## src/inc/dif_pkg.sv

```systemverilog
// Shared constants and types for the protection tuple engine
package dif_pkg;

  // Guard CRC polynomial without its top term, and inverted seed
  localparam logic [15:0] GUARD_POLY   = 16'h8BB7;
  localparam logic [15:0] GUARD_ZERO   = 16'h0000;
  localparam logic [15:0] GUARD_INV    = 16'hFFFF;

  // Supported block sizes in data bytes
  localparam logic [12:0] BLK_512      = 13'h0200;
  localparam logic [12:0] BLK_520      = 13'h0208;
  localparam logic [12:0] BLK_4096     = 13'h1000;
  localparam logic [12:0] BLK_4104     = 13'h1008;

  // Tuple geometry
  localparam logic [31:0] TUPLE_BYTES  = 32'h0000_0008;
  localparam logic [12:0] TUPLE_LAST   = 13'h0007;
  localparam logic [12:0] CNT_ZERO     = 13'h0000;

  // Output FIFO geometry
  localparam int          FIFO_WIDTH   = 8;
  localparam int          FIFO_DEPTH   = 4;

  typedef enum logic [2:0] {
    OP_CHECK    = 3'b000,
    OP_STRIP    = 3'b001,
    OP_INSERT   = 3'b010,
    OP_UPDATE   = 3'b011,
    OP_GENERATE = 3'b100
  } op_e;

  typedef enum logic [2:0] {
    ST_IDLE = 3'b000,
    ST_DATA = 3'b001,
    ST_TIN  = 3'b010,
    ST_EVAL = 3'b011,
    ST_TOUT = 3'b100,
    ST_NEXT = 3'b101,
    ST_DONE = 3'b110
  } state_e;

  typedef struct packed {
    op_e         op;
    logic [1:0]  blockSize;
    logic        chkGuard;
    logic        chkApp;
    logic        chkRef;
    logic        invSeed;
    logic        invResult;
    logic        srcAppInc;
    logic        srcRefInc;
    logic        dstAppInc;
    logic        dstRefInc;
    logic [31:0] transferSize;
    logic [15:0] srcAppSeed;
    logic [31:0] srcRefSeed;
    logic [15:0] dstAppSeed;
    logic [31:0] dstRefSeed;
  } cfg_s;

  typedef struct packed {
    logic guardFail;
    logic appFail;
    logic refFail;
  } fail_s;

  typedef struct packed {
    logic [31:0] bytesDone;
    logic [15:0] srcApp;
    logic [31:0] srcRef;
    logic [15:0] dstApp;
    logic [31:0] dstRef;
    fail_s       fail;
  } result_s;

endpackage

```

## src/verilog/dif_crc16.sv

```systemverilog
// Byte-wide guard CRC step, most significant bit first
`timescale 1ns/1ps
`default_nettype none
module dif_crc16
  import dif_pkg::*;
(
  input  wire logic [15:0] crcIn,
  input  wire logic [7:0]  dataIn,
  output logic      [15:0] crcOut
);

  logic [15:0] stage [0:8];

  assign stage[0] = crcIn;

  // One shift-and-reduce per data bit
  for (genvar i = 0; i < 8; i++) begin : g_bit
    logic fb;
    assign fb = stage[i][15] ^ dataIn[7-i];
    assign stage[i+1] = {stage[i][14:0], 1'b0} ^
                        (fb ? GUARD_POLY : GUARD_ZERO);
  end

  assign crcOut = stage[8];

endmodule
`default_nettype wire

```

## src/verilog/dif_engine.sv

```systemverilog
// Protection tuple engine: check, strip, insert, update, generate
//
// Notes on behaviour
// Strip with guard check computes block CRC, compares to source guard.
// Strip optionally checks source application and reference tags.
// Strip forwards only data bytes; the source tuple is dropped.
// Strip advances expected tags per source increment flags.
// Strip output is block-size bytes per source block.
// Update always computes the guard CRC over block data.
// Update with guard check compares computed guard to source guard.
// Update optionally checks source application and reference tags.
// Update tuple is new guard plus destination application and reference.
// Update forwards data unchanged then the new tuple.
// Update advances expected source tags per source flags.
// Update advances destination tags independently per destination flags.
// Update output length equals source length.
// Bytes done counts source units: size plus 8, or size for insert and generate.
// Generate emits only guard plus current tags per block.
// Generate advances tags per destination flags.
// Generate output is 8 bytes per source block.
// Block size is one of four values chosen at start.
// Guard CRC seed zero or all ones; result optionally inverted.
// Tags travel big-endian, most significant byte first.
// Incrementing tags add one and wrap; next-block value reported.
// On tag mismatch stop at that block, flag it, report prior bytes.
`timescale 1ns/1ps
`default_nettype none
module dif_engine
  import dif_pkg::*;
(
  input  wire logic       clk_sys,
  input  wire logic       rst_b,
  input  wire logic       start,
  input  wire cfg_s       cfg,
  input  wire logic [7:0] inData,
  input  wire logic       inValid,
  output logic            inReady,
  output logic      [7:0] outData,
  output logic            outValid,
  input  wire logic       outReady,
  output logic            busy,
  output logic            donePulse,
  output result_s         result
);

  ////////////////////////////////////////////////////////////////////////////
  // State and datapath registers

  state_e      state_ff;
  state_e      nxt_state;
  cfg_s        cfg_ff;
  logic [12:0] byteCnt_ff;
  logic [15:0] crc_ff;
  logic [63:0] tuple_ff;
  logic [15:0] expApp_ff;
  logic [31:0] expRef_ff;
  logic [15:0] dstApp_ff;
  logic [31:0] dstRef_ff;
  logic [31:0] bytesDone_ff;
  fail_s       fail_ff;
  logic        done_ff;

  logic [12:0] blkLen;
  logic        fwd;
  logic        hasTup;
  logic        emitTup;
  logic        take;
  logic        tupTake;
  logic        tupPush;
  logic [15:0] crcNext;
  logic [15:0] seedVal;
  logic [15:0] guardVal;
  logic [63:0] outTuple;
  logic [31:0] unitBytes;
  logic [31:0] nxtBytes;
  fail_s       evalFail;
  logic        anyFail;
  logic [7:0]  fifoInData;
  logic        fifoInValid;
  logic        fifoInReady;

  ////////////////////////////////////////////////////////////////////////////
  // Operation decode

  // Block length lookup from the latched selector
  always_comb begin
    case (cfg_ff.blockSize)
      2'b00:   blkLen = BLK_512;
      2'b01:   blkLen = BLK_520;
      2'b10:   blkLen = BLK_4096;
      default: blkLen = BLK_4104;
    endcase
  end

  // Which parts of a block move where
  assign fwd     = cfg_ff.op == OP_STRIP || cfg_ff.op == OP_INSERT ||
                   cfg_ff.op == OP_UPDATE;
  assign hasTup  = cfg_ff.op == OP_CHECK || cfg_ff.op == OP_STRIP ||
                   cfg_ff.op == OP_UPDATE;
  assign emitTup = cfg_ff.op == OP_INSERT || cfg_ff.op == OP_UPDATE ||
                   cfg_ff.op == OP_GENERATE;

  ////////////////////////////////////////////////////////////////////////////
  // Stream handshakes

  // Data bytes stall on a full FIFO only when they are forwarded
  assign take    = state_ff == ST_DATA && inValid && (!fwd || fifoInReady);
  assign tupTake = state_ff == ST_TIN && inValid;
  assign tupPush = state_ff == ST_TOUT && fifoInReady;
  assign inReady = (state_ff == ST_DATA && (!fwd || fifoInReady)) ||
                   state_ff == ST_TIN;

  // Source tuple never reaches the FIFO
  assign fifoInValid = (state_ff == ST_DATA && fwd && inValid) ||
                       state_ff == ST_TOUT;
  assign fifoInData  = (state_ff == ST_TOUT) ?
                       outTuple[63 - 8 * byteCnt_ff[2:0] -: 8] :
                       inData;

  ////////////////////////////////////////////////////////////////////////////
  // Guard and tuple assembly

  // Seed as a preloaded register equals XOR into the first 16 bits
  assign seedVal  = cfg.invSeed ? GUARD_INV : GUARD_ZERO;
  assign guardVal = crc_ff ^
                    (cfg_ff.invResult ? GUARD_INV : GUARD_ZERO);

  // Outgoing tuple always carries destination tags
  assign outTuple = {guardVal, dstApp_ff, dstRef_ff};

  dif_crc16 u_crc (
    .crcIn  (crc_ff),
    .dataIn (inData),
    .crcOut (crcNext)
  );

  // Enabled comparisons against the captured source tuple
  assign evalFail.guardFail = cfg_ff.chkGuard &&
                              tuple_ff[63:48] != guardVal;
  assign evalFail.appFail   = cfg_ff.chkApp &&
                              tuple_ff[47:32] != expApp_ff;
  assign evalFail.refFail   = cfg_ff.chkRef &&
                              tuple_ff[31:0] != expRef_ff;
  assign anyFail = evalFail.guardFail || evalFail.appFail ||
                   evalFail.refFail;

  // Progress counted in source bytes
  assign unitBytes = {19'h0_0000, blkLen} +
                     ((cfg_ff.op == OP_INSERT || cfg_ff.op == OP_GENERATE) ?
                      32'h0000_0000 : TUPLE_BYTES);
  assign nxtBytes  = bytesDone_ff + unitBytes;

  ////////////////////////////////////////////////////////////////////////////
  // Sequencer

  always_comb begin
    nxt_state = state_ff;
    case (state_ff)
      ST_IDLE: begin
        if (start) begin
          nxt_state = (cfg.transferSize == 32'h0000_0000) ? ST_DONE : ST_DATA;
        end
      end
      ST_DATA: begin
        if (take && byteCnt_ff == blkLen - 13'h0001) begin
          nxt_state = hasTup ? ST_TIN : ST_TOUT;
        end
      end
      ST_TIN: begin
        if (tupTake && byteCnt_ff == TUPLE_LAST) begin
          nxt_state = ST_EVAL;
        end
      end
      ST_EVAL: begin
        if (anyFail) begin
          nxt_state = ST_DONE;
        end else begin
          nxt_state = emitTup ? ST_TOUT : ST_NEXT;
        end
      end
      ST_TOUT: begin
        if (tupPush && byteCnt_ff == TUPLE_LAST) begin
          nxt_state = ST_NEXT;
        end
      end
      ST_NEXT: begin
        nxt_state = (nxtBytes >= cfg_ff.transferSize) ? ST_DONE : ST_DATA;
      end
      ST_DONE: begin
        nxt_state = ST_IDLE;
      end
      default: begin
        nxt_state = ST_IDLE;
      end
    endcase
  end

  // State register
  always_ff @(posedge clk_sys or negedge rst_b) begin
    if (!rst_b) begin
      state_ff <= ST_IDLE;
    end else begin
      state_ff <= nxt_state;
    end
  end

  // Configuration held steady for the whole job
  always_ff @(posedge clk_sys or negedge rst_b) begin
    if (!rst_b) begin
      cfg_ff <= '0;
    end else if (state_ff == ST_IDLE && start) begin
      cfg_ff <= cfg;
    end
  end

  // Byte position inside the data or tuple section
  always_ff @(posedge clk_sys or negedge rst_b) begin
    if (!rst_b) begin
      byteCnt_ff <= CNT_ZERO;
    end else if (state_ff != nxt_state) begin
      byteCnt_ff <= CNT_ZERO;
    end else if (take || tupTake || tupPush) begin
      byteCnt_ff <= byteCnt_ff + 13'h0001;
    end
  end

  // Guard runs over every data byte, whatever the check enables
  always_ff @(posedge clk_sys or negedge rst_b) begin
    if (!rst_b) begin
      crc_ff <= GUARD_ZERO;
    end else if (state_ff == ST_IDLE && start) begin
      crc_ff <= seedVal;
    end else if (state_ff == ST_NEXT) begin
      crc_ff <= cfg_ff.invSeed ? GUARD_INV : GUARD_ZERO;
    end else if (take) begin
      crc_ff <= crcNext;
    end
  end

  // Source tuple shifts in, first byte ends up most significant
  always_ff @(posedge clk_sys or negedge rst_b) begin
    if (!rst_b) begin
      tuple_ff <= '0;
    end else if (tupTake) begin
      tuple_ff <= {tuple_ff[55:0], inData};
    end
  end

  // Expected source tags; increments wrap by natural overflow
  always_ff @(posedge clk_sys or negedge rst_b) begin
    if (!rst_b) begin
      expApp_ff <= '0;
      expRef_ff <= '0;
    end else if (state_ff == ST_IDLE && start) begin
      expApp_ff <= cfg.srcAppSeed;
      expRef_ff <= cfg.srcRefSeed;
    end else if (state_ff == ST_NEXT && hasTup) begin
      if (cfg_ff.srcAppInc) begin
        expApp_ff <= expApp_ff + 16'h0001;
      end
      if (cfg_ff.srcRefInc) begin
        expRef_ff <= expRef_ff + 32'h0000_0001;
      end
    end
  end

  // Destination tags move on their own flags
  always_ff @(posedge clk_sys or negedge rst_b) begin
    if (!rst_b) begin
      dstApp_ff <= '0;
      dstRef_ff <= '0;
    end else if (state_ff == ST_IDLE && start) begin
      dstApp_ff <= cfg.dstAppSeed;
      dstRef_ff <= cfg.dstRefSeed;
    end else if (state_ff == ST_NEXT && emitTup) begin
      if (cfg_ff.dstAppInc) begin
        dstApp_ff <= dstApp_ff + 16'h0001;
      end
      if (cfg_ff.dstRefInc) begin
        dstRef_ff <= dstRef_ff + 32'h0000_0001;
      end
    end
  end

  // Completed bytes advance only after a block passes all checks
  always_ff @(posedge clk_sys or negedge rst_b) begin
    if (!rst_b) begin
      bytesDone_ff <= '0;
    end else if (state_ff == ST_IDLE && start) begin
      bytesDone_ff <= '0;
    end else if (state_ff == ST_NEXT) begin
      bytesDone_ff <= nxtBytes;
    end
  end

  // Failure flags stay until the next job starts
  always_ff @(posedge clk_sys or negedge rst_b) begin
    if (!rst_b) begin
      fail_ff <= '0;
    end else if (state_ff == ST_IDLE && start) begin
      fail_ff <= '0;
    end else if (state_ff == ST_EVAL) begin
      fail_ff <= evalFail;
    end
  end

  // Completion strobe
  always_ff @(posedge clk_sys or negedge rst_b) begin
    if (!rst_b) begin
      done_ff <= 1'b0;
    end else begin
      done_ff <= state_ff == ST_DONE;
    end
  end

  ////////////////////////////////////////////////////////////////////////////
  // Output FIFO and status

  // Update data already queued stays queued if its tuple fails
  dif_fifo #(
    .WIDTH (FIFO_WIDTH),
    .DEPTH (FIFO_DEPTH)
  ) u_fifo (
    .clk_sys  (clk_sys),
    .rst_b    (rst_b),
    .inData   (fifoInData),
    .inValid  (fifoInValid),
    .inReady  (fifoInReady),
    .outData  (outData),
    .outValid (outValid),
    .outReady (outReady)
  );

  assign busy             = state_ff != ST_IDLE || done_ff;
  assign donePulse        = done_ff;
  assign result.bytesDone = bytesDone_ff;
  assign result.srcApp    = expApp_ff;
  assign result.srcRef    = expRef_ff;
  assign result.dstApp    = dstApp_ff;
  assign result.dstRef    = dstRef_ff;
  assign result.fail      = fail_ff;
endmodule
`default_nettype wire

```

## src/verilog/dif_fifo.sv

```systemverilog
// Small flop FIFO with valid and ready on both sides
`timescale 1ns/1ps
`default_nettype none
module dif_fifo #(
  parameter int WIDTH = 8,
  parameter int DEPTH = 4
) (
  input  wire logic             clk_sys,
  input  wire logic             rst_b,
  input  wire logic [WIDTH-1:0] inData,
  input  wire logic             inValid,
  output logic                  inReady,
  output logic      [WIDTH-1:0] outData,
  output logic                  outValid,
  input  wire logic             outReady
);

  localparam int AW = $clog2(DEPTH);

  logic [WIDTH-1:0] mem_ff [DEPTH];
  logic [AW:0]      wrPtr_ff;
  logic [AW:0]      rdPtr_ff;
  logic             push;
  logic             pop;

  // Extra pointer bit tells full from empty
  assign inReady  = (wrPtr_ff ^ rdPtr_ff) != {1'b1, {AW{1'b0}}};
  assign outValid = wrPtr_ff != rdPtr_ff;
  assign push     = inValid && inReady;
  assign pop      = outValid && outReady;
  assign outData  = mem_ff[rdPtr_ff[AW-1:0]];

  // Storage written only on an accepted push
  always_ff @(posedge clk_sys) begin
    if (push) begin
      mem_ff[wrPtr_ff[AW-1:0]] <= inData;
    end
  end

  // Pointers
  always_ff @(posedge clk_sys or negedge rst_b) begin
    if (!rst_b) begin
      wrPtr_ff <= '0;
      rdPtr_ff <= '0;
    end else begin
      if (push) begin
        wrPtr_ff <= wrPtr_ff + 1'b1;
      end
      if (pop) begin
        rdPtr_ff <= rdPtr_ff + 1'b1;
      end
    end
  end

endmodule
`default_nettype wire
```

## config.mk

```make
export PLATFORM = sky130hd
export DESIGN_NAME = dif_engine
export DESIGN_NICKNAME = d
export VERILOG_FILES = /design/src/inc/dif_pkg.sv /design/src/verilog/dif_crc16.sv /design/src/verilog/dif_engine.sv /design/src/verilog/dif_fifo.sv
export SDC_FILE = /design/constraint.sdc
export NUM_CORES = 1
export LEC_CHECK = 0
export ABC_CLOCK_PERIOD_IN_PS = 5200
export BUFFER_PORTS_ARGS = -buffer_cell sky130_fd_sc_hd__buf_2
export CAP_MARGIN = 10
export CORE_UTILIZATION = 55
export CTS_CLUSTER_DIAMETER = 200
export DETAILED_ROUTE_END_ITERATION = 12
export PLACE_DENSITY = 0.81
export SLEW_MARGIN = 25
export SYNTH_ARGS = -nofsm -noshare
export SYNTH_HDL_FRONTEND = slang
export SYNTH_SLANG_ARGS = --single-unit
```

## constraint.sdc

```tcl
create_clock -name clk_sys -period 5.2 [get_ports clk_sys]
set_input_delay 0.26 -clock clk_sys [delete_from_list [all_inputs] [get_ports clk_sys]]
set_output_delay 0.26 -clock clk_sys [all_outputs]
set_load 0.1 [all_outputs]
```

==> summary by stage, run 1 <==
Critical path
The worst setup path is captured at a flip-flop. The endpoint of the most critical register-to-register path is state_ff[1]. The peak per-stage delay on the critical path is 0.53 ns. The signal on the critical path passes through nand2b_1 > a21o_1 > fa_1 > ha_1 > ha_1 > nand3_1 > o31ai_2 > a41oi_2 > nor2_1 > nand3_1 > xnor2_1 > ha_1 > nand4_1 > nor2_1 > a221oi_1 > a21oi_1 > a211oi_2 > nor2_1 > or4_1.

The kind of start point of the critical path is a flip-flop. For flop-to-flop paths, the worst setup slack is 0.26 ns. The path type of the worst setup path is flip-flop to flip-flop. For the worst flop-to-flop path, the logic depth is 19.

The reg-to-reg critical path startpoint is cfg_ff[141]. The slowest stage of the critical path is the or4_1 cell. At the worst endpoint, the arrival time is 5.33 ns. Along the worst path, the maximum fanout reaches 8. At the worst endpoint, the required time is 5.59 ns.

Floorplan
The overall die area is 31900 um^2. After floorplanning, the core was divided into 64 placement rows. The area of the core is 30700 um^2.

The die span in y is 179 um. The horizontal die dimension is 179 um. The initial utilization of the core area, before any placement, comes to 0.559.

The I/O pin total is 298.

Detailed routing
The final layout contains routed wiring with a total length of 49600 um. Dividing the detail-routed via count by the number of cells gives 5.87. The count of TritonRoute iterations in the first routing pass is 5.

Dividing the detail-routed wire length by the instance count gives 19.5 um. The DRC violation count after routing is 0. The routed via count is 15000. The violation count after the first detailed-routing iteration is 1236. The count of nets left with antenna violations once routing finished came out at 0.

Synthesis
A synthesized cell averages 9.88 um^2. Synthesis produced a netlist whose cell count is 1736. The number of enable flip-flop cells after synthesis is 32. The register area share after synthesis is 0.460. In the synthesized netlist the dominant register cell turns out to be dfrtp_1. For this run, the number of Yosys warnings is 0. The number of flip-flops and latches in the synthesized netlist is 309. Counting distinct cell types in the post-synthesis netlist gives 73.

Of all flip-flops after synthesis, the portion carrying an async set or reset was 0.896. After synthesis the cells add up to 17200 um^2.

Clock tree
The number of setup buffers added after CTS is 0. The clock passes through at most 3 buffers. The clock tree root driver cell is clkbuf_16.

The clock transition at the registers of the reported paths is 0.06 ns. The clock buffer count from CTS is 35. For this design, the sink count on the clock tree is 309.

TritonCTS built the clock tree. The total number of H-tree levels is 2. The clock reaches the later pin of the worst-skew pair after 0.52 ns.

Layout
The finished cells cover 21400 um^2. The share of cells above drive strength 1 is 0.217. The layout has 2127 filler cells. The number of nets in the final layout is 2333. The synthesis-to-finish area growth is 24.6%.

The share of the core filled with cells is 0.697.

Placed design
Once detailed placement completed, the half-perimeter wirelength came to 32800 um. In this run the tool buffered the top-level ports with 294 buffer cells. Once placement finished, the instance area stood at 18900 um^2. At the end of routability-driven placement, the weighted congestion stood at 0.924.

Flow run
The number of max-capacitance violations reported is 0.

GRT
The first global-routing pass estimated 77800 um of wire. The total overflow left after global routing is 0. The number of global-route vias before repair is 14600. The initial antenna violation count was 0. Entering global routing, the biggest net connects 271 pins. The total routing usage reported by global routing is 0.313.

Worst hold path
The worst min-delay path class is input port to flip-flop. The path with the worst hold slack has its endpoint at expApp_ff[14]. Counting instances, the worst hold path has a depth of 3.

The worst hold path begins at cfg[94].

Timing
The worst-margin pin slew is 1.06 ns. The share of the cycle needed by the critical path after routing is 0.950. The max-slew violation count came to 0. The largest clock skew in the final design is 0.0240 ns. Setup repair after global routing left no endpoint under its margin. The upper clock frequency limit is 202 MHz. The final setup violation count is 0.

Measured against its own limit, the worst slew margin works out to 0.291. The final count of hold timing violations came to 0. The shortest period the worst path allows is 4.94 ns.

Power
The worst supply voltage drop on vdd is 0.323 mV. Power spread over the standard cell area amounts to 342 nW/um^2. The leakage power is 9.10 nW.

Outcome
The flow ran to the end, and the final reports show no timing, DRC or antenna violations.
## state kept, by name (all words and copies together), names as in the netlist, 16 cells and up
register,flops
crc_ff,16
expApp_ff,16
u_fifo.mem_ff,32
bytesDone_ff,29
tuple_ff,64
dstApp_ff,16
cfg_ff,46
expRef_ff,32
dstRef_ff,32
## cells in the final DEF, fill, tap and decap left out, drive strengths merged, types with 15 or more instances in the layout
cell and instances:
nor4 35, ha 51, clkbuf 48, mux2i 20, nand4 37, mux2 65
inv 47, mux4 16, xnor2 126, nor2 75, a21oi 62, and4 15
dfrtp 277, edfxtp 32, nand2 276, nand3 62, buf 304, xor2 126
dlygate4sd3 132, and3 24, nor3 21, o21ai 162
## worst max path at each step
stage,slack [ns],from,to,cells after the start
5_1_grt,0.02,cfg_ff[141],state_ff[1],19
6_report,0.26,cfg_ff[141],state_ff[1],19
3_5_place_dp,-0.06,cfg_ff[141],state_ff[1],19
3_3_place_gp,0.17,cfg_ff[141],state_ff[1],19
2_1_floorplan,0.34,bytesDone_ff[3],state_ff[1],16
4_1_cts,0.13,cfg_ff[141],state_ff[1],19
## routing by layer
layer	share of wire	vias up	GRT usage
li1	-	6831	-
met1	0.41	7269	0.425
met2	0.48	740	0.506
met3	0.077	121	0.0539
met4	0.031	0	0.108
met5	0	-	0
## cells in the mapped netlist, drive strengths merged, types with 3 or more instances
master / instances / area [um^2]
dfrtp: 277 / 6930
nand2: 276 / 1040
o21ai: 162 / 811
xnor2: 126 / 1110
xor2: 126 / 1100
nor2: 75 / 282
clkbuf: 69 / 259
mux2: 65 / 732
a21oi: 62 / 314
nand3: 62 / 315
ha: 51 / 638
inv: 47 / 176
nand4: 37 / 238
nor4: 35 / 219
edfxtp: 32 / 961
and3: 24 / 150
nor3: 21 / 115
mux2i: 20 / 200
buf: 16 / 90.1
mux4: 16 / 360
and4: 15 / 136
nand2b: 13 / 81.3
a211oi: 12 / 103
o31ai: 12 / 90.1
and2: 11 / 68.8
a31oi: 9 / 56.3
a21o: 6 / 45.0
or3: 6 / 37.5
or4: 5 / 41.3
a2bb2oi: 4 / 35.0
nor2b: 4 / 25.0
o22a: 4 / 35.0
a41oi: 3 / 26.3
## what timing repair did
action                                  in CTS  in global routing
hold buffers                               132                  0
cloned                                       0                  0
endpoints found under the hold margin      175                  0
endpoints found under the setup margin       1                  1
resized for setup                            1                  2
## critical path: cells and delay by family (launching register included)
| kind | cells | cell delay (ns) |
|---|---|---|
| flip-flops | 1 | 0.42 |
| AND/OR/NAND/NOR | 8 | 1.80 |
| adder cells (fa/ha/maj) | 4 | 0.84 |
| XOR/XNOR | 1 | 0.21 |
| AO/OA/AOI/OAI | 6 | 1.57 |
## metrics by stage
stage | power (mW) | setup TNS, ns | hold slack, ns | setup WS (ns) | std cells
3_5_place_dp | 4.80 | -0.0620 | 0.180 | -0.0620 | 2353
6_report | 7.31 | 0 | 0.00669 | 0.261 | 2548
3_3_place_gp | 4.75 | 0 | 0.174 | 0.167 | 2353
2_1_floorplan | 4.38 | 0 | -0.0356 | 0.339 | 1738
5_1_grt | 7.63 | 0 | 0.0160 | 0.0203 | 2547
4_1_cts | 7.32 | 0 | 0.00353 | 0.128 | 2547
## power breakdown
group	total (mW)	internal [mW]	switching, mW	leakage, nW
registers	2.79	2.55	0.237	3.29
clock network	2.43	1.45	0.989	0.547
logic	2.08	0.918	1.16	5.27
## final cells by class
type,count,area [um^2],share of cell area
Antenna cell,1,2.50,0.000117
Multi-Input combinational cell,1297,8780,0.411
Inverter,47,176,0.00825
Timing Repair Buffer,436,2900,0.136
Clock inverter,14,133,0.00620
Sequential cell,309,7890,0.369
Clock buffer,48,997,0.0466
Tap cell,396,495,0.0232
## kinds of logic after synthesis
family / Yosys count / synth area share
XOR/XNOR: 252 / 0.129
adder cells (fa/ha/maj): 52 / 0.0384
AO/OA/AOI/OAI: 291 / 0.0985
multiplexers: 101 / 0.0753
buffers and inverters: 132 / 0.0306
AND/OR/NAND/NOR: 598 / 0.168
flip-flops: 309 / 0.460
other: 1 / 0.000219
(Power assumes the default switching activity.)
==> run 2: changes to the inputs <==
--- a/config.mk
+++ b/config.mk
@@ -5,13 +5,14 @@
 export SDC_FILE = /design/constraint.sdc
 export NUM_CORES = 1
 export LEC_CHECK = 0
+export ABC_AREA = 1
 export ABC_CLOCK_PERIOD_IN_PS = 5200
 export BUFFER_PORTS_ARGS = -buffer_cell sky130_fd_sc_hd__buf_2
 export CAP_MARGIN = 10
 export CORE_UTILIZATION = 55
 export CTS_CLUSTER_DIAMETER = 200
 export DETAILED_ROUTE_END_ITERATION = 12
-export PLACE_DENSITY = 0.81
+export PLACE_DENSITY = 0.8
 export SLEW_MARGIN = 25
 export SYNTH_ARGS = -nofsm -noshare
 export SYNTH_HDL_FRONTEND = slang
==> run 2 against run 1 <==
Net effect: critical path depth grew 2; combinational power rose to 4.6 times the previous value; power up 120%; first-iteration DRC count grew 11%; highest routed layer unchanged; clock skew is 0.0045 ns lower.
==> summary by stage, run 2 <==
Synthesis
The register area share after synthesis is 0.426 (-0.0336). The biggest area contributor in the post-synthesis netlist is dfrtp_1. The most numerous cell in the Yosys netlist is nand2_1. Counting instances in the post-synthesis netlist gives the leading cell types as nand2_1, dfrtp_1, o21ai_0.

The number of distinct library cells after synthesis was 57 (-22%). The share of the synthesized area in the top cell type was 0.375 (-0.0295). The number of instances in the synthesized netlist is 2339 (+35%). By area the synthesized netlist is led by dfrtp_1, nand2_1, o21ai_0.

The most used flip-flop cell after synthesis is dfrtp_1. The synthesized area came to 18500 um^2 (+7.9%). The synthesized area per cell is 7.91 um^2 (-20%).

The number of warnings reported in the yosys synthesis log is 0 (unchanged). The number of enable flip-flop cells after synthesis is 32 (unchanged). The share of synthesized flip-flops with an asynchronous set or reset is 0.896 (unchanged).

The number of flip-flops and latches in the synthesized netlist was 309 (unchanged).

Critical path
The data required time of the critical path came to 5.64 ns (+0.05 ns). The critical path is of the flip-flop to flip-flop type. The arrival time at the worst endpoint came to 5.19 ns (-0.14 ns).

The buffering stage count on the worst path with inverters included came to 2 (+2). The largest driver fanout on the critical path came to 7 (-1). Traced cell by cell, the critical path runs through inv_1 > ha_1 > or2_2 > ha_1 > ha_1 > nand4_1 > o41ai_1 > or2_2 > nand2_1 > inv_1 > ha_1 > a21oi_1 > o21a_1 > o221ai_2 > a21oi_1 > nand2_2 > a21oi_1 > nand3_1 > nand2_1 > nand3_4 > nor2_2. The kind of start point of the critical path is a flip-flop. The master of the slowest instance on the critical path is o41ai_1.

The worst setup path is captured at a flip-flop. The peak per-stage delay on the critical path is 0.71 ns (+0.18 ns). Among cell families on the critical path, the largest total delay comes from simple AND/OR/NAND/NOR gates.

In this design, the critical path's most frequently occurring cell is ha_1.

Timing
The shortest period the worst path allows is 4.75 ns (-0.187 ns). The total negative setup slack is 0 ns (unchanged). The largest clock skew in the final design is 0.0195 ns (-0.00448 ns). The max-slew violation count is 0 (unchanged).

The share of the cycle needed by the critical path after routing is 0.914 (-0.0359). The relative slew slack is 0.352 (+0.0615). The worst-margin pin slew is 0.971 ns (-0.0933 ns). The upper clock frequency limit is 210 MHz (+3.9%). The final setup violation count is 0 (unchanged). The final count of hold timing violations is 0 (unchanged).

Clock tree
The clock transition at the registers of the reported paths is 0.06 ns (about the same). The buffer levels on the longest clock path is 3 (unchanged). The root buffer cell chosen for the clock tree is clkbuf_16.

The total number of H-tree levels is 2 (unchanged). The CTS sink count is 309 (unchanged). The clock tree from TritonCTS is yes. The clock buffer count from CTS is 36 (+2.9%).

The later-pin clock latency in the skew report is 0.52 ns (about the same).

GRT
The total overflow reported by the global router was 0 (unchanged). The first-pass GRT wire length was 86700 um (+11%). The total routing usage reported by global routing is 0.319 (+0.00551). The initial antenna violation count is 0 (unchanged). The number of global-route vias before repair was 17000 (+17%). The maximum number of pins on one net before global-route repair was 109 (-60%).

Detailed routing
The routed via count came to 17700 (+18%). The vias per cell is 5.68 (-3.2%). The average wire length per cell after detail routing was 17.5 um (-9.9%).

The overall routed net length was 54700 um (+10%). The count of TritonRoute iterations in the first routing pass was 5 (unchanged). The number of routed nets with antenna violations is 0 (unchanged). The DRC violation count after routing was 0 (unchanged). The violation count after the first detailed-routing iteration is 1374 (+11%).

Layout
The share of the core filled with cells is 0.673 (-0.0237). The largest register by flop count is tuple_ff. The largest registers in the layout are tuple_ff x64, cfg_ff x46. The antenna diode count is 0 (-1).

The share of cells above drive strength 1 was 0.175 (-0.0418). The number of nets in the final layout was 2857 (+22%). The final non-filler cell area is 22100 um^2 (+3.3%). Relative to the synthesized area, the layout overhead comes to 19.3%. The post-layout instance count excluding filler cells is 3118 (+22%). The number of fill cells is 2706 (+27%).

The number of flip-flops under the largest register name is 64 (unchanged). The library cell used most frequently in the layout, excluding fill and tap cells, is nand2_1. The library cells used most frequently in the layout, excluding fill and tap cells, are nand2_1, buf_2, dfrtp_1, o21ai_0, inv_1.

Power
The worst supply voltage drop on vdd is 0.684 mV (+110%). The leakage power is 10.6 nW (+17%). The power density over the cells is 740 nW/um^2 (+120%).

The overall power of the completed layout is 16.3 mW (+120%).

Floorplan
The overall die area is 34400 um^2 (+7.8%). The starting density of the core is 0.565 (+0.00518). The die span in y is 185 um (+3.8%). The horizontal die dimension came to 185 um (+3.8%).

The area of the core is 32800 um^2 (+6.9%). The number of cell rows came to 66 (+3.1%). The I/O pin total is 298 (unchanged).

Placed design
The number of buffers added on ports is 294 (unchanged). The routability congestion estimate from global placement is 0.973 (+5.3%). The area of placed instances came to 20300 um^2 (+7.2%). The placed cell count is 2999 (+27%). The estimated wirelength of the detail-placed design came to 38700 um (+18%).

Flow run
The number of max-capacitance violations reported was 0 (unchanged).

Worst hold path
The min-delay analysis places its worst path in the category input port to flip-flop.

Outcome
The run finished with clean final reports.
## run 2: timing repair
action | in CTS | in global routing
resized for setup | 0 | 15
setup endpoints to repair | 0 | 13
buffers inserted | 0 | 1
hold buffers | 53 | 0
hold endpoints to repair | 157 | 0
## run 2: cell families (layout without fill, tap and decap cells)
group / count (synthesis) / in the layout / synth area share
flip-flops: 309 / 309 / 0.426
AND/OR/NAND/NOR: 925 / 926 / 0.219
adder cells (fa/ha/maj): 52 / 52 / 0.0356
AO/OA/AOI/OAI: 514 / 514 / 0.154
other: 1 / 3 / 0.000203
buffers and inverters: 366 / 700 / 0.0773
XOR/XNOR: 172 / 172 / 0.0875
## run 2: stage by stage
stage | setup slack (ns) | hold slack, ns
floorplan | 0.635 | -0.0356
global placement | 0.343 | 0.353
detailed placement | 0.137 | 0.366
CTS | 0.139 | 0.000786
global route | -0.0433 | 0.0125
finish | 0.448 | 0.00638
## run 2: final timing paths
| path | slack [ns] | from | to | cells past startpoint |
|---|---|---|---|---|
| worst max-delay path | 0.45 | cfg_ff[137] | byteCnt_ff[7] | 21 |
| worst min-delay path | 0.006 | cfg[141] | cfg_ff[141] | 3 |
| worst max register to register | 0.45 | cfg_ff[137] | byteCnt_ff[7] | 21 |
| worst min register to register | 0.49 | u_fifo.wrPtr_ff[2] | u_fifo.wrPtr_ff[2] | 1 |
| max in group asynchronous | 3.52 | rst_b | cfg_ff[132] | 3 |
| min in group asynchronous | 0.33 | rst_b | cfg_ff[118] | 2 |
## run 2: final cells by class
type / count / area, um^2 / area share
tap: 442 / 553 / 0.0251
inverter: 273 / 1030 / 0.0465
clock inverter: 17 / 206 / 0.00935
multi-input combinational: 1667 / 9280 / 0.420
clock buffer: 47 / 983 / 0.0446
timing repair buffer: 363 / 2130 / 0.0966
sequential: 309 / 7890 / 0.358
## run 2: per-layer routing
layer,up-vias,wire (um),GRT usage,part of all wire
li1,8381,-,-,-
met1,8436,22400,0.413,0.41
met2,720,26400,0.526,0.48
met3,176,3150,0.0346,0.058
met4,0,2750,0.166,0.050
met5,-,0,0,0
## run 2: where the power goes
part	internal [mW]	leakage (nW)	switching, mW
Combinational	2.40	6.34	7.20
Clock	1.54	0.574	1.04
Sequential	3.21	3.72	0.966
## run 2: tightest hold or removal path, cell delays in order
cell	delay (ns)
buf_2	0.09
nand2_1	0.04
o21ai_0	0.08
==> run 3: changes to the inputs <==
--- a/config.mk
+++ b/config.mk
@@ -12,7 +12,7 @@
 export CORE_UTILIZATION = 55
 export CTS_CLUSTER_DIAMETER = 200
 export DETAILED_ROUTE_END_ITERATION = 12
-export PLACE_DENSITY = 0.8
+export PLACE_DENSITY = 0.85
 export SLEW_MARGIN = 25
 export SYNTH_ARGS = -nofsm -noshare
 export SYNTH_HDL_FRONTEND = slang
==> run 3 against run 2 <==
Net effect: the run now ends with DRC left; flip-flop and latch count did not move; utilization fell by 0.40 points; power fell by 0.39%; sequential share of layout area rose by 0.21 points; sequential power barely moved; hold slack improved by 0.0046 ns; clock skew rose by 0.011 ns; register-to-register slack got worse by 0.16 ns; wire length rose by 2.2%; critical path depth rose by 6; via count rose by 1.7%; critical endpoint is now byteCnt_ff[10]; largest power group unchanged.
==> summary by stage, run 3 (synthesis gave the netlist of run 2 again) <==
Outcome
The run finished, with violations left. The final reports fail on DRC.

Critical path
The worst setup path is launched from a flip-flop. Among the stages of the critical path, the cell type that occurs most often is nand2_1. Among all stages on the critical path, the largest delay is contributed by fa_1. The path type of the worst setup path is flip-flop to flip-flop. The arrival time at the worst endpoint was 5.36 ns (+0.17 ns). Tracing the worst setup path back leads to its startpoint at cfg_ff[140]. The largest driver fanout on the critical path was 6 (-1). The element type at the critical path end is a flip-flop. The peak per-stage delay on the critical path came to 0.40 ns (-0.31 ns).

The worst register-to-register path begins at cfg_ff[140]. The data required time of the critical path is 5.65 ns (about the same).

Worst hold path
The worst min-delay path class is input port to flip-flop. The launch point of the worst hold path is cfg[129].

Clock tree
The clock buffer count from CTS is 35 (-2.8%). TritonCTS built the clock tree. The buffer levels on the longest clock path is 3 (unchanged). The clock transition at the registers of the reported paths was 0.06 ns (about the same). The total number of H-tree levels is 2 (unchanged).

The root buffer cell chosen for the clock tree is clkbuf_16. The CTS sink count is 309 (unchanged). The later-pin clock latency in the skew report came to 0.53 ns (about the same).

Timing
The max-slew violation count is 0 (unchanged). The final setup violation count is 0 (unchanged). The relative slew slack came to 0.319 (-0.0336). The worst-margin pin slew was 1.02 ns (+0.0515 ns).

The share of the cycle needed by the critical path after routing is 0.945 (+0.0313). The upper clock frequency limit came to 203 MHz (-3.3%). The final critical-path setup slack is 0.285 ns (-0.163 ns). The final count of hold timing violations came to 0 (unchanged). The post-route worst hold slack was 0.0110 ns (+0.00464 ns). The largest clock skew in the final design came to 0.0302 ns (+0.0106 ns).

The shortest period the worst path allows is 4.92 ns (+0.163 ns).

Power
The leakage power was 10.6 nW (-0.35%). The power density over the cells is 742 nW/um^2 (+0.21%). The worst supply voltage drop on vdd is 0.720 mV (+5.2%).

Detailed routing
The routed via count is 18000 (+1.7%). The violation count after the first detailed-routing iteration came to 2037 (+48%). The count of TritonRoute iterations in the first routing pass is 10 (+5). The overall routed net length is 55900 um (+2.2%). The average wire length per cell after detail routing is 18.0 um (+2.5%).

The number of routed nets with antenna violations was 0 (unchanged). The vias per cell is 5.79 (+1.9%). The DRC violation count after routing is 1 (+1).

GRT
The maximum number of pins on one net before global-route repair is 118 (+8.3%). The number of global-route vias before repair was 17200 (+0.85%). The total overflow reported by the global router came to 0 (unchanged). The first-pass GRT wire length was 88900 um (+2.5%). The total routing usage reported by global routing is 0.327 (+0.00875).

The initial antenna violation count was 0 (unchanged).

Floorplan
The die span in y is 185 um (unchanged). The I/O pin total came to 298 (unchanged). The overall die area is 34400 um^2 (unchanged). The starting density of the core was 0.565 (unchanged).

The number of cell rows came to 66 (unchanged). The horizontal die dimension is 185 um (unchanged). The area of the core came to 32800 um^2 (unchanged).

Layout
Leaving out fill and tap cells, the most frequent cell in the layout is nand2_1. The share of cells above drive strength 1 came to 0.171 (-0.00360). The number of nets in the final layout is 2852 (-0.18%). The antenna diode count was 0 (unchanged). In the final layout, the registers with the most flip-flops are tuple_ff x64, cfg_ff x46. The top cell types in the final layout, fill and taps aside, are nand2_1, buf_2, dfrtp_1, o21ai_0, inv_1.

The number of flip-flops under the largest register name came to 64 (unchanged). The largest register by flop count is tuple_ff. From synthesis to final layout, the design area changed by 18.6%.

Placed design
The worst slack after detailed placement is 0.293 ns (+0.156 ns). The number of buffers added on ports is 294 (unchanged). The estimated wirelength of the detail-placed design was 39100 um (+1.1%). The routability congestion estimate from global placement came to 0.954 (-1.9%).

Flow run
The number of max-capacitance violations reported was 0 (unchanged).
run 3: layer usage:
layer  global-route usage  wire [um]  part of all wire  up-vias
met2                0.538      26600              0.48      934
met4                0.167       2830             0.051        0
met1                0.421      22100              0.40     8513
met3               0.0460       4300             0.077      209
li1                     -          -                 -     8353
met5                    0          0                 0        -
run 3: critical path: cells and delay by family, from the launching register on:
kind / cells / cell delay [ns]
and+or+nand+nor: 13 / 1.72
adders and majority gates: 4 / 1.13
AOI/OAI and AO/OA: 5 / 0.90
xor gates and xnor gates: 2 / 0.44
DFF: 1 / 0.36
buffers and inverters: 3 / 0.29
run 3: area by class of cell:
cell class | count | area [um^2]
Sequential cell | 309 | 7890
Multi-Input combinational cell | 1667 | 9260
Tap cell | 442 | 553
Inverter | 273 | 1030
Timing Repair Buffer | 359 | 2110
Fill cell | 2609 | 10800
Clock inverter | 13 | 135
Clock buffer | 47 | 962
run 3: per-stage QoR:
| step | TNS, ns | utilization | power, mW | instances | area [um^2] |
|---|---|---|---|---|---|
| finish | 0 | 0.669 | 16.3 | 3110 | 21900 |
| global route | -0.0441 | 0.669 | 17.2 | 3110 | 21900 |
| CTS | 0 | 0.666 | 16.1 | 3106 | 21800 |
| detailed placement | 0 | 0.618 | 13.6 | 2997 | 20300 |
| global placement | 0 | 0.618 | 13.4 | 2997 | 20300 |
| floorplan | 0 | - | 11.7 | 2341 | 18500 |
run 3: what timing repair did:
item,in CTS,in global routing
setup endpoints to repair,0,13
hold buffers,49,0
buffers inserted,0,2
hold endpoints to repair,162,0
gates resized for setup,0,10
run 3: power breakdown:
part           switching (mW)  internal, mW
combinational            7.30          2.40
sequential              0.960          3.21
clock                    1.01          1.40
run 3: final timing paths:
check / to / slack, ns / cells after the start
min in group asynchronous: cfg_ff[98] / 0.19 / 2
setup reg to reg: byteCnt_ff[10] / 0.28 / 27
hold reg to reg: cfg_ff[134] / 0.48 / 2
max in group asynchronous: cfg_ff[132] / 3.44 / 4
setup / recovery: byteCnt_ff[10] / 0.28 / 27
hold / removal: cfg_ff[129] / 0.01 / 3
